File: src/inc/flash_host_defs.svh
// Constants for the flash command host: codes, widths, status bits, timing
`ifndef FLASH_HOST_DEFS_SVH
`define FLASH_HOST_DEFS_SVH

`define ADDR_W              21
`define DATA_W              16

`define CODE_READ_ARRAY     8'hff
`define CODE_READ_STATUS    8'h70
`define CODE_CLEAR_STATUS   8'h50
`define CODE_QUERY          8'h98
`define CODE_PROGRAM        8'h40
`define CODE_ALT_PROGRAM    8'h10
`define CODE_PROT_PROGRAM   8'hc0
`define CODE_ERASE_SETUP    8'h20
`define CODE_CONFIRM        8'hd0
`define CODE_LOCK_SETUP     8'h60
`define CODE_LOCK           8'h01
`define CODE_LOCKDOWN       8'h2f
`define CODE_SUSPEND        8'hb0

`define STAT_READY_BIT        7
`define STAT_ERASE_PAUSED_BIT 6
`define STAT_ERASE_FAIL_BIT   5
`define STAT_PROG_FAIL_BIT    4
`define STAT_SUPPLY_LOW_BIT   3
`define STAT_PROG_PAUSED_BIT  2
`define STAT_LOCKED_BIT       1
`define STAT_RESERVED_MASK    8'hfe
`define STAT_RESET            8'h80

`define CLK_MHZ             50
`define WE_PULSE_NS         60
`define RD_ACCESS_NS        100
`define WE_CYC              ((`WE_PULSE_NS * `CLK_MHZ + 999) / 1000)
`define ACC_CYC             ((`RD_ACCESS_NS * `CLK_MHZ + 999) / 1000)

`endif

File: src/inc/flash_host_pkg.sv
// Types shared by the flash command host and its bus cycle engine
package flash_host_pkg;
`include "flash_host_defs.svh"

	typedef enum logic [3:0] {
		OP_READ_ARRAY   = 4'h0,
		OP_READ_STATUS  = 4'h1,
		OP_CFI_READ     = 4'h2,
		OP_PROGRAM      = 4'h3,
		OP_ALT_PROGRAM  = 4'h4,
		OP_PROT_PROGRAM = 4'h5,
		OP_ERASE        = 4'h6,
		OP_LOCK         = 4'h7,
		OP_UNLOCK       = 4'h8,
		OP_LOCKDOWN     = 4'h9,
		OP_CLEAR_STATUS = 4'ha,
		OP_SUSPEND      = 4'hb,
		OP_RESUME       = 4'hc
	} op_t;

	typedef enum logic [1:0] {
		M_ARRAY = 2'b00,
		M_QUERY = 2'b01,
		M_OTHER = 2'b10
	} mode_t;

	typedef enum logic [2:0] {
		S_IDLE   = 3'b000,
		S_FIRST  = 3'b001,
		S_SECOND = 3'b010,
		S_POLL   = 3'b011,
		S_READ   = 3'b100
	} host_state_t;

	typedef enum logic [1:0] {
		B_IDLE    = 2'b00,
		B_SETUP   = 2'b01,
		B_STROBE  = 2'b10,
		B_RECOVER = 2'b11
	} bus_phase_t;

	typedef struct packed {
		op_t                 op;
		logic [`ADDR_W-1:0]  addr;
		logic [`DATA_W-1:0]  data;
	} cmd_t;

	typedef struct packed {
		logic                ce_n;
		logic                oe_n;
		logic                we_n;
		logic [`ADDR_W-1:0]  addr;
		logic [`DATA_W-1:0]  dq;
		logic                dq_oe;
	} flash_pins_t;

	typedef struct packed {
		logic                go;
		logic                wr;
		logic [`ADDR_W-1:0]  addr;
		logic [`DATA_W-1:0]  data;
	} bus_req_t;

	typedef struct packed {
		logic                valid;
		logic [7:0]          first;
		logic [7:0]          second;
		logic                two;
		logic                data2;
		logic                polls;
		logic                reads;
	} plan_t;

	typedef struct packed {
		host_state_t         st;
		mode_t               mode;
		cmd_t                cmd;
		logic [7:0]          status;
		logic [`DATA_W-1:0]  rdata;
		logic                done;
		logic                cmd_err;
		logic                ready;
		bus_req_t            req;
	} host_regs_t;

	typedef struct packed {
		bus_phase_t          ph;
		logic [3:0]          cnt;
		logic                wr;
		flash_pins_t         pins;
		logic [`DATA_W-1:0]  rdata;
		logic                done;
	} bus_regs_t;

endpackage

File: src/rtl/flash_bus_cycle.sv
// One asynchronous write or read cycle on the flash pins
`timescale 1ns/1ps
`include "flash_host_defs.svh"
module flash_bus_cycle (
	input  wire logic                        clk_in,
	input  wire logic                        rst_in,
	input  wire logic                        en_in,
	input  wire flash_host_pkg::bus_req_t    req_in,
	input  wire logic [`DATA_W-1:0]          dq_in,
	output flash_host_pkg::flash_pins_t      pins_out,
	output logic [`DATA_W-1:0]               rdata_out,
	output logic                             done_out
);
	import flash_host_pkg::*;

	localparam bus_regs_t BUS_RESET = '{ph: B_IDLE, cnt: 4'h0, wr: 1'b0,
		pins: '{ce_n: 1'b1, oe_n: 1'b1, we_n: 1'b1, addr: '0, dq: '0, dq_oe: 1'b0},
		rdata: '0, done: 1'b0};
	localparam logic [3:0] WE_LAST  = 4'(`WE_CYC - 1);
	localparam logic [3:0] ACC_LAST = 4'(`ACC_CYC - 1);

	bus_regs_t q;
	bus_regs_t next_q;

	always_comb begin
		next_q = q;
		next_q.done = 1'b0;
		unique case (q.ph)
			B_IDLE: begin
				if (req_in.go) begin
					next_q.wr = req_in.wr;
					next_q.pins.addr = req_in.addr;
					next_q.pins.dq = req_in.data;
					next_q.pins.dq_oe = req_in.wr;
					next_q.pins.ce_n = 1'b0;
					next_q.ph = B_SETUP;
				end
			end
			B_SETUP: begin
				next_q.pins.we_n = ~q.wr;
				next_q.pins.oe_n = q.wr;
				next_q.cnt = q.wr ? WE_LAST : ACC_LAST;
				next_q.ph = B_STROBE;
			end
			B_STROBE: begin
				if (q.cnt == 4'h0) begin
					if (!q.wr)
						next_q.rdata = dq_in;
					// Data still driven one cycle past the rising write strobe
					next_q.pins.we_n = 1'b1;
					next_q.pins.oe_n = 1'b1;
					next_q.ph = B_RECOVER;
				end else begin
					next_q.cnt = q.cnt - 4'h1;
				end
			end
			B_RECOVER: begin
				// Chip select high between cycles so status reads refresh
				next_q.pins.ce_n = 1'b1;
				next_q.pins.dq_oe = 1'b0;
				next_q.done = 1'b1;
				next_q.ph = B_IDLE;
			end
		endcase
	end

	always_ff @(posedge clk_in or posedge rst_in) begin
		if (rst_in)
			q <= BUS_RESET;
		else if (en_in)
			q <= next_q;
	end

	assign pins_out = q.pins;
	assign rdata_out = q.rdata;
	assign done_out = q.done;
endmodule // flash_bus_cycle

File: src/rtl/flash_cmd_host.sv
// Host controller issuing command sequences to a parallel boot-block flash
`timescale 1ns/1ps
`include "flash_host_defs.svh"
module flash_cmd_host (
	input  wire logic                        CORE_CLK_IN,
	input  wire logic                        RST_IN,
	input  wire logic                        CLK_EN_IN,
	input  wire logic                        CMD_VALID_IN,
	input  wire flash_host_pkg::cmd_t        CMD_IN,
	output logic                             CMD_READY_OUT,
	output logic                             DONE_OUT,
	output logic [7:0]                       STATUS_OUT,
	output logic                             CMD_ERR_OUT,
	output logic [`DATA_W-1:0]               RDATA_OUT,
	input  wire logic [`DATA_W-1:0]          FLASH_DQ_IN,
	output flash_host_pkg::flash_pins_t      FLASH_PINS_OUT
);
	import flash_host_pkg::*;

	localparam host_regs_t HOST_RESET = '{st: S_IDLE, mode: M_ARRAY, cmd: '0,
		status: `STAT_RESET, rdata: '0, done: 1'b0, cmd_err: 1'b0, ready: 1'b1, req: '0};

	host_regs_t               q;
	host_regs_t               next_q;
	plan_t                    plan_new;
	plan_t                    plan_cur;
	logic                     bus_done;
	logic [`DATA_W-1:0]       bus_rdata;
	logic                     skip_first;

	// Only assigned codes are ever produced here, so reserved ones never reach the pins
	function automatic plan_t plan_of(input op_t op);
		plan_t p;
		p = '0;
		p.valid = 1'b1;
		unique case (op)
			OP_READ_ARRAY: begin
				p.first = `CODE_READ_ARRAY;
				p.reads = 1'b1;
			end
			OP_READ_STATUS: begin
				p.first = `CODE_READ_STATUS;
				p.reads = 1'b1;
			end
			OP_CFI_READ: begin
				p.first = `CODE_QUERY;
				p.reads = 1'b1;
			end
			OP_PROGRAM: begin
				p.first = `CODE_PROGRAM;
				p.two = 1'b1;
				p.data2 = 1'b1;
				p.polls = 1'b1;
			end
			OP_ALT_PROGRAM: begin
				p.first = `CODE_ALT_PROGRAM;
				p.two = 1'b1;
				p.data2 = 1'b1;
				p.polls = 1'b1;
			end
			OP_PROT_PROGRAM: begin
				p.first = `CODE_PROT_PROGRAM;
				p.two = 1'b1;
				p.data2 = 1'b1;
				p.polls = 1'b1;
			end
			OP_ERASE: begin
				p.first = `CODE_ERASE_SETUP;
				p.second = `CODE_CONFIRM;
				p.two = 1'b1;
				p.polls = 1'b1;
			end
			OP_LOCK: begin
				p.first = `CODE_LOCK_SETUP;
				p.second = `CODE_LOCK;
				p.two = 1'b1;
			end
			OP_UNLOCK: begin
				p.first = `CODE_LOCK_SETUP;
				p.second = `CODE_CONFIRM;
				p.two = 1'b1;
			end
			OP_LOCKDOWN: begin
				p.first = `CODE_LOCK_SETUP;
				p.second = `CODE_LOCKDOWN;
				p.two = 1'b1;
			end
			OP_CLEAR_STATUS: p.first = `CODE_CLEAR_STATUS;
			OP_SUSPEND: begin
				p.first = `CODE_SUSPEND;
				p.polls = 1'b1;
			end
			OP_RESUME: begin
				p.first = `CODE_CONFIRM;
				p.polls = 1'b1;
			end
			default: p = '0;
		endcase
		return p;
	endfunction

	function automatic bus_req_t launch(input logic wr, input logic [`ADDR_W-1:0] addr,
			input logic [`DATA_W-1:0] data);
		bus_req_t r;
		r.go = 1'b1;
		r.wr = wr;
		r.addr = addr;
		r.data = data;
		return r;
	endfunction

	function automatic mode_t mode_after(input logic [7:0] code);
		if (code == `CODE_READ_ARRAY)
			return M_ARRAY;
		else if (code == `CODE_QUERY)
			return M_QUERY;
		return M_OTHER;
	endfunction

	assign plan_new = plan_of(CMD_IN.op);
	assign plan_cur = plan_of(q.cmd.op);
	// Redundant read-array and query writes are skipped while the device already sits in that mode
	assign skip_first = (CMD_IN.op == OP_READ_ARRAY && q.mode == M_ARRAY) ||
		(CMD_IN.op == OP_CFI_READ && q.mode == M_QUERY);

	always_comb begin
		next_q = q;
		next_q.done = 1'b0;
		next_q.req.go = 1'b0;
		unique case (q.st)
			S_IDLE: begin
				if (CMD_VALID_IN && q.ready) begin
					next_q.cmd = CMD_IN;
					if (!plan_new.valid) begin
						next_q.done = 1'b1;
					end else if (skip_first) begin
						next_q.ready = 1'b0;
						next_q.req = launch(1'b0, CMD_IN.addr, '0);
						next_q.st = S_READ;
					end else begin
						next_q.ready = 1'b0;
						next_q.req = launch(1'b1, CMD_IN.addr, {8'h00, plan_new.first});
						next_q.st = S_FIRST;
					end
				end
			end
			S_FIRST: begin
				if (bus_done) begin
					next_q.mode = mode_after(plan_cur.first);
					if (plan_cur.two) begin
						next_q.req = launch(1'b1, q.cmd.addr,
							plan_cur.data2 ? q.cmd.data : {8'h00, plan_cur.second});
						next_q.st = S_SECOND;
					end else if (plan_cur.reads) begin
						next_q.req = launch(1'b0, q.cmd.addr, '0);
						next_q.st = S_READ;
					end else if (plan_cur.polls) begin
						next_q.req = launch(1'b0, q.cmd.addr, '0);
						next_q.st = S_POLL;
					end else begin
						next_q.done = 1'b1;
						next_q.ready = 1'b1;
						next_q.st = S_IDLE;
					end
				end
			end
			S_SECOND: begin
				if (bus_done) begin
					if (plan_cur.polls) begin
						// Started operation leaves the device answering with status
						next_q.req = launch(1'b0, q.cmd.addr, '0);
						next_q.st = S_POLL;
					end else begin
						next_q.done = 1'b1;
						next_q.ready = 1'b1;
						next_q.st = S_IDLE;
					end
				end
			end
			S_POLL: begin
				if (bus_done) begin
					if (bus_rdata[`STAT_READY_BIT]) begin
						next_q.status = bus_rdata[7:0] & `STAT_RESERVED_MASK;
						next_q.cmd_err = bus_rdata[`STAT_PROG_FAIL_BIT] & bus_rdata[`STAT_ERASE_FAIL_BIT];
						next_q.done = 1'b1;
						next_q.ready = 1'b1;
						next_q.st = S_IDLE;
					end else begin
						// No timeout: a stuck sequencer holds the host busy until reset
						next_q.req = launch(1'b0, q.cmd.addr, '0);
					end
				end
			end
			S_READ: begin
				if (bus_done) begin
					next_q.rdata = bus_rdata;
					if (q.cmd.op == OP_READ_STATUS) begin
						next_q.status = bus_rdata[7:0] & `STAT_RESERVED_MASK;
						next_q.cmd_err = bus_rdata[`STAT_PROG_FAIL_BIT] & bus_rdata[`STAT_ERASE_FAIL_BIT];
					end
					next_q.done = 1'b1;
					next_q.ready = 1'b1;
					next_q.st = S_IDLE;
				end
			end
			default: begin
				next_q = HOST_RESET;
			end
		endcase
	end

	always_ff @(posedge CORE_CLK_IN or posedge RST_IN) begin
		if (RST_IN)
			q <= HOST_RESET;
		else if (CLK_EN_IN)
			q <= next_q;
	end

	flash_bus_cycle u_bus (
		.clk_in    (CORE_CLK_IN),
		.rst_in    (RST_IN),
		.en_in     (CLK_EN_IN),
		.req_in    (q.req),
		.dq_in     (FLASH_DQ_IN),
		.pins_out  (FLASH_PINS_OUT),
		.rdata_out (bus_rdata),
		.done_out  (bus_done)
	);

	assign CMD_READY_OUT = q.ready;
	assign DONE_OUT = q.done;
	assign STATUS_OUT = q.status;
	assign CMD_ERR_OUT = q.cmd_err;
	assign RDATA_OUT = q.rdata;
endmodule // flash_cmd_host

File: config.mk
export PLATFORM = sky130hd
export DESIGN_NAME = flash_cmd_host
export DESIGN_NICKNAME = d
export VERILOG_FILES = /design/src/inc/flash_host_pkg.sv /design/src/rtl/flash_bus_cycle.sv /design/src/rtl/flash_cmd_host.sv
export VERILOG_INCLUDE_DIRS = /design/src /design/src/inc
export SDC_FILE = /design/constraint.sdc
export NUM_CORES = 1
export LEC_CHECK = 0
export ABC_AREA = 1
export BUFFER_PORTS_ARGS = -buffer_cell sky130_fd_sc_hd__buf_2
export CAP_MARGIN = 20
export CORE_UTILIZATION = 55
export DETAILED_ROUTE_END_ITERATION = 8
export PLACE_DENSITY = 0.77
export SLEW_MARGIN = 5
export SYNTH_ARGS = -nofsm -noshare
export SYNTH_HDL_FRONTEND = slang
export SYNTH_SLANG_ARGS = --single-unit
File: constraint.sdc
create_clock -name CORE_CLK_IN -period 11.5 [get_ports CORE_CLK_IN]
set_clock_uncertainty 0.2 [all_clocks]
set_input_delay 2.3 -clock CORE_CLK_IN [delete_from_list [all_inputs] [get_ports CORE_CLK_IN]]
set_output_delay 2.3 -clock CORE_CLK_IN [all_outputs]
set_load 0.03 [all_outputs]
# Word level (Yosys, flattened, before mapping)
# Cells that the tools add are included.
# word_totals
regBits	177
out_inout_bits	68
wordCells	193
# classes
add_sub_neg	1
eq_ne	48
muxes	75
bitwise_logic	7
n_reduce_logical	37
# op_table
op	count
39-bit one-hot mux with 5 select lines	1
8-bit one-hot mux with 11 select lines	2
40-bit two-way mux	4
39-bit two-way mux	4
41-bit one-hot mux with 2 select lines	1
8-bit one-hot mux with 3 select lines	2
42-bit two-way mux	1
41-bit two-way mux	1
4-bit equality test, second input constant	10
38-bit two-way mux	1
3-bit two-way mux	11
4-bit by 3-bit equality test with 1-bit output, second input constant	8
16-bit one-hot mux with 2 select lines	1
27-bit two-way mux	1
8-bit two-way mux	3
3-bit AND reduction	8
1-bit two-way mux	23
4-bit by 2-bit equality test with 1-bit output, second input constant	4
8-bit equality test, second input constant	2
16-bit two-way mux	1
2-bit != test, second input constant	8
8-bit AND reduction	2
3-bit one-hot mux with 5 select lines	1
3-bit OR reduction	5
33 further kinds	63

# Depth between registers and ports, before layout
# logic_depth
word_depth	11
depth_mapped	13

# Hierarchy
# From an unflattened synthesis, not the netlist that was laid out.
# hier_totals
hier_cells	1077
hier_area_um2	9253.9
# by_module_without_submodules
mod	instances	cells_each	area_each_um2
flash_cmd_host	1	784	5878.1
flash_bus_cycle	1	293	3375.7

# Worst setup path before layout
# No wires, ideal clock.
# synth_timing
path_type	input port to flip-flop
from	input port CMD_IN[38] in the netlist's numbering
to	register q[15] in the netlist's numbering
setup_ps	76
t_arrival_ps	3678
setup_slack_ps	7546
stages	13
cell_sequence	buf_2 nor2_2 nor2_1 nand2_1 nand2_1 a21oi_2 nand2_4 nor2_8 inv_2 nor2_4 buf_6 nand2_1 o21ai_1
# synth_between
elab_chain_len	5
word_cells_on_any_way	17
classes_between	eq/ne: 13; mux: 1; reduce/logical: 3
# synth_lines
element	line	rtl
from (decl)	flash_cmd_host.sv:9	input wire flash_host_pkg::cmd_t CMD_IN,
4-bit by 2-bit equality test with 1-bit output (tied with other cells)	flash_cmd_host.sv:36	unique case (op)
13-bit OR reduction (no line) (*)	--	
1-bit two-way mux (*)	flash_cmd_host.sv:36	
2-bit != test (no line) (*)	--	
8-bit AND reduction (no line) (*)	--	
to (signal assigned)	flash_cmd_host.sv:216	q <= next_q;
to (decl)	flash_cmd_host.sv:23	host_regs_t q;
# Mark *: on every way between the ends. The rest lies on a longest branch, timed or not.
# A chain may end at the register's enable or synchronous reset.

# Worst setup path after layout
# layout_timing
from	input port CMD_IN[38] in the netlist's numbering
to	register q[13] in the netlist's numbering
# The elaborated chain is that of the path after synthesis.

==> impl_metrics.py <==
metrics = {
    "routing": {
        "dr.pass1.iters": 5,
        "totalWireLength_mm": 19.7,
        "drc_errors": 0,
        "drtIter0Drc": 597,
        "ant_nets": 0,
        "via_count": 6984,
        "wire_per_inst_um": 15.3,
        "avgViaCountPerCell": 5.42,
    },
    "place": {
        "hpwl_mm": 13.4,
        "gp_congestion": 0.904,
        "placed_area_um2": 8960,
        "port_buffers": 127,
    },
    "floorplanning": {
        "die_h_um": 128,
        "core_area_um2": 15300,
        "rows": 45,
        "io_pins": 129,
        "die-area_um2": 16300,
        "dieWidth_um": 128,
        "start_util": 0.567,
    },
    "synth": {
        "seq_area_frac_synth": 0.508,
        "ys_ff_latch": 176,
        "avgSynthCellArea_um2": 8.52,
        "synthesis.area_um2": 8680,
        "synth_fp_nets": 1085,
        "synth_area_leader_cell": "dfrtp_1",
        "yosysTopAreaCellShare": 0.493,
        "ys_warn_count": 0,
        "synth_cell_types": 40,
        "syn_inst": 1019,
        "synth_area_leaders": "dfrtp_1 49%, nand2_1 10%, buf_4 5.6%",
    },
    "finish": {
        "area_growth_pct": 10.8,
        "layout_commonest_cell": "nand2_1",
        "diodes": 0,
        "final_area_um2": 9620,
        "nets": 1130,
        "fill_cells": 1355,
        "layout-drive-gt1-share": 0.209,
        "mostFrequentLayoutCells": "232 x nand2_1, 171 x dfrtp_1, 127 x buf_2",
    },
    "critical_path": {
        "critPathMaxFanout": 27,
        "slowest_stage": "nor2_8",
        "worst_setup_path_end_kind": "flip-flop",
        "slowest_delay_ps": 380,
        "cp_cell_sequence": "buf_2 -> nor2_2 -> nor2_1 -> nand2_1 -> nand2_1 -> a21oi_2 -> nand2_4 -> nor2_8 -> inv_2 -> nor2_4 -> nand2_1 -> o21ai_0",
        "path_common_cell": "nand2_1",
        "worstSetupStartpoint": "CMD_IN[38]",
        "cp_num_buf_inv": 2,
        "worstPathArrival_ps": 4320,
        "cp_data_required_time_ps": 11630,
        "cp-start-kind": "primary input",
        "path_class": "primary input to flip-flop",
        "timing.rr.start": "q[111]",
        "cp_top_family": "simple AND/OR/NAND/NOR gates",
    },
    "sta": {
        "period_needed_ps": 4190,
        "hold_viol_final": 0,
        "period_share": 0.364,
        "slew_viol_final": 0,
        "max_slew_margin": 0.299,
        "rsz0062_at_grt": "false",
        "fmax_ghz": 0.239,
        "tightest_slew_ps": 1050,
        "setup_tns_ps": 0,
        "setup_viol": 0,
    },
    "clocking": {
        "post_cts_resized": 0,
        "clk_pin_slew_ps": 60,
        "tritoncts": "built",
        "htreeDepth": 4,
        "clock_latency_ps": 430,
        "clk_path_buf_depth": 2,
        "cts.sinks": 176,
        "post_cts_buffers": 0,
        "cts_buffers": 17,
        "cts-root-buf": "clkbuf_16",
        "hold_buffers": 0,
    },
    "hold_path": {
        "hp-start": "u_bus.pins_out[4]",
        "hold_class": "flip-flop to flip-flop",
    },
    "flow_run": {
        "max_cap_violations": 0,
    },
    "grt": {
        "grt_pass1_vias": 6498,
        "grt_pass1_wl_mm": 32.4,
        "grt_use_total": 0.255,
        "grt_max_degree": 102,
        "grt-ovfl-total": 0,
        "antenna_found_initial": 0,
    },
    "pwr": {
        "power_density_nw_per_um2": 258,
        "peakVddDrop_mv": 0.133,
        "leakagePower_nw": 4.95,
    },
    "outcome": {
        "outcome": "complete, no violations",
    },
}
cells in the mapped netlist:
cell type,instances
o21ai_2,1
conb_1,1
nand3_1,87
dfstp_2,5
buf_4,65
nor2_4,1
nor2_1,75
inv_2,4
nand3_2,2
o211ai_1,1
a22oi_1,3
nand4_1,14
o21ai_1,6
o22ai_1,18
ha_1,5
nor3_1,6
clkbuf_1,31
o21ai_0,97
inv_1,92
nor4_4,2
o31ai_1,2
a31o_2,1
nor2_2,3
a22o_1,1
buf_2,10
nor4_1,1
a21oi_2,1
nand2_1,232
dfrtp_1,171
mux2_2,36
nor2_8,1
a221oi_1,1
o21a_1,1
nand2_2,1
buf_6,2
a31oi_1,4
a21boi_0,1
a21oi_1,32
nand2_4,1
buf_1,1
worst register-to-register path: stages, from the launching register on:
cell	delay, ps
dfrtp_1	440
inv_2	280
nand3_1	210
nand2_2	230
nand2_1	100
nor2_2	550
nand2_1	530
o22ai_1	260
nand2_1	90
o21ai_0	110
kinds of logic after synthesis:
| family | after synthesis | synth area share |
|---|---|---|
| AND/OR/NAND/NOR | 426 | 0.212 |
| buffers and inverters | 205 | 0.120 |
| flip-flops | 176 | 0.508 |
| AO/OA/AOI/OAI | 170 | 0.106 |
| multiplexers | 36 | 0.0467 |
| adder cells (fa/ha/maj) | 5 | 0.00721 |
| other | 1 | 0.000432 |
stage by stage:
| stage | hold slack (ps) | setup WS [ps] | utilization | total power [mW] | std cells |
|---|---|---|---|---|---|
| finish | 283 | 7310 | 0.628 | 2.48 | 1288 |
| global route | 295 | 7160 | 0.628 | 2.64 | 1288 |
| CTS | 284 | 7330 | 0.628 | 2.49 | 1287 |
| detailed placement | 267 | 6970 | 0.585 | 1.85 | 1255 |
| global placement | 261 | 7040 | 0.585 | 1.83 | 1255 |
| floorplan | 245 | 4230 | - | 1.69 | 1019 |
metal layers:
layer,up-vias,share of wire,GRT usage
met5,-,0,0
met4,0,0.016,0.0865
met3,32,0.060,0.0507
met2,240,0.48,0.408
met1,3358,0.45,0.349
li1,3354,-,-
flip-flops by register name (all words and copies together), names as in the netlist:
name / cells
CMD_ERR_OUT: 1
CMD_READY_OUT: 1
DONE_OUT: 1
RDATA_OUT: 16
STATUS_OUT: 7
q: 85
u_bus.done_out: 1
u_bus.pins_out: 41
u_bus.q: 7
u_bus.rdata_out: 16
report_power, final:
| group | switching, mW | total [mW] | internal, mW |
|---|---|---|---|
| logic | 0.646 | 0.910 | 0.264 |
| registers | 0.120 | 0.942 | 0.822 |
| clock network | 0.235 | 0.632 | 0.397 |
| total | 1.00 | 2.48 | 1.48 |
worst paths after layout:
| path | end | slack, ps | cells after the start |
|---|---|---|---|
| hold / removal | u_bus.pins_out[4] | 280 | 2 |
| setup / recovery | q[13] | 7310 | 12 |
| max in group asynchronous | u_bus.pins_out[30] | 7770 | 3 |
| setup reg to reg | q[13] | 8400 | 9 |
| min in group asynchronous | STATUS_OUT[1] | 1840 | 2 |
| hold reg to reg | u_bus.pins_out[4] | 280 | 2 |
layout make-up:
type | instances | area (um2) | share of cell area
flip-flops and latches | 176 | 4410 | 0.459
well taps | 211 | 264 | 0.0274
clock inverters | 10 | 183 | 0.0190
inverters | 96 | 365 | 0.0380
clock buffers | 22 | 464 | 0.0483
multi-input cells | 638 | 3240 | 0.336
repair buffers | 135 | 696 | 0.0723
(Power assumes the default switching activity.)
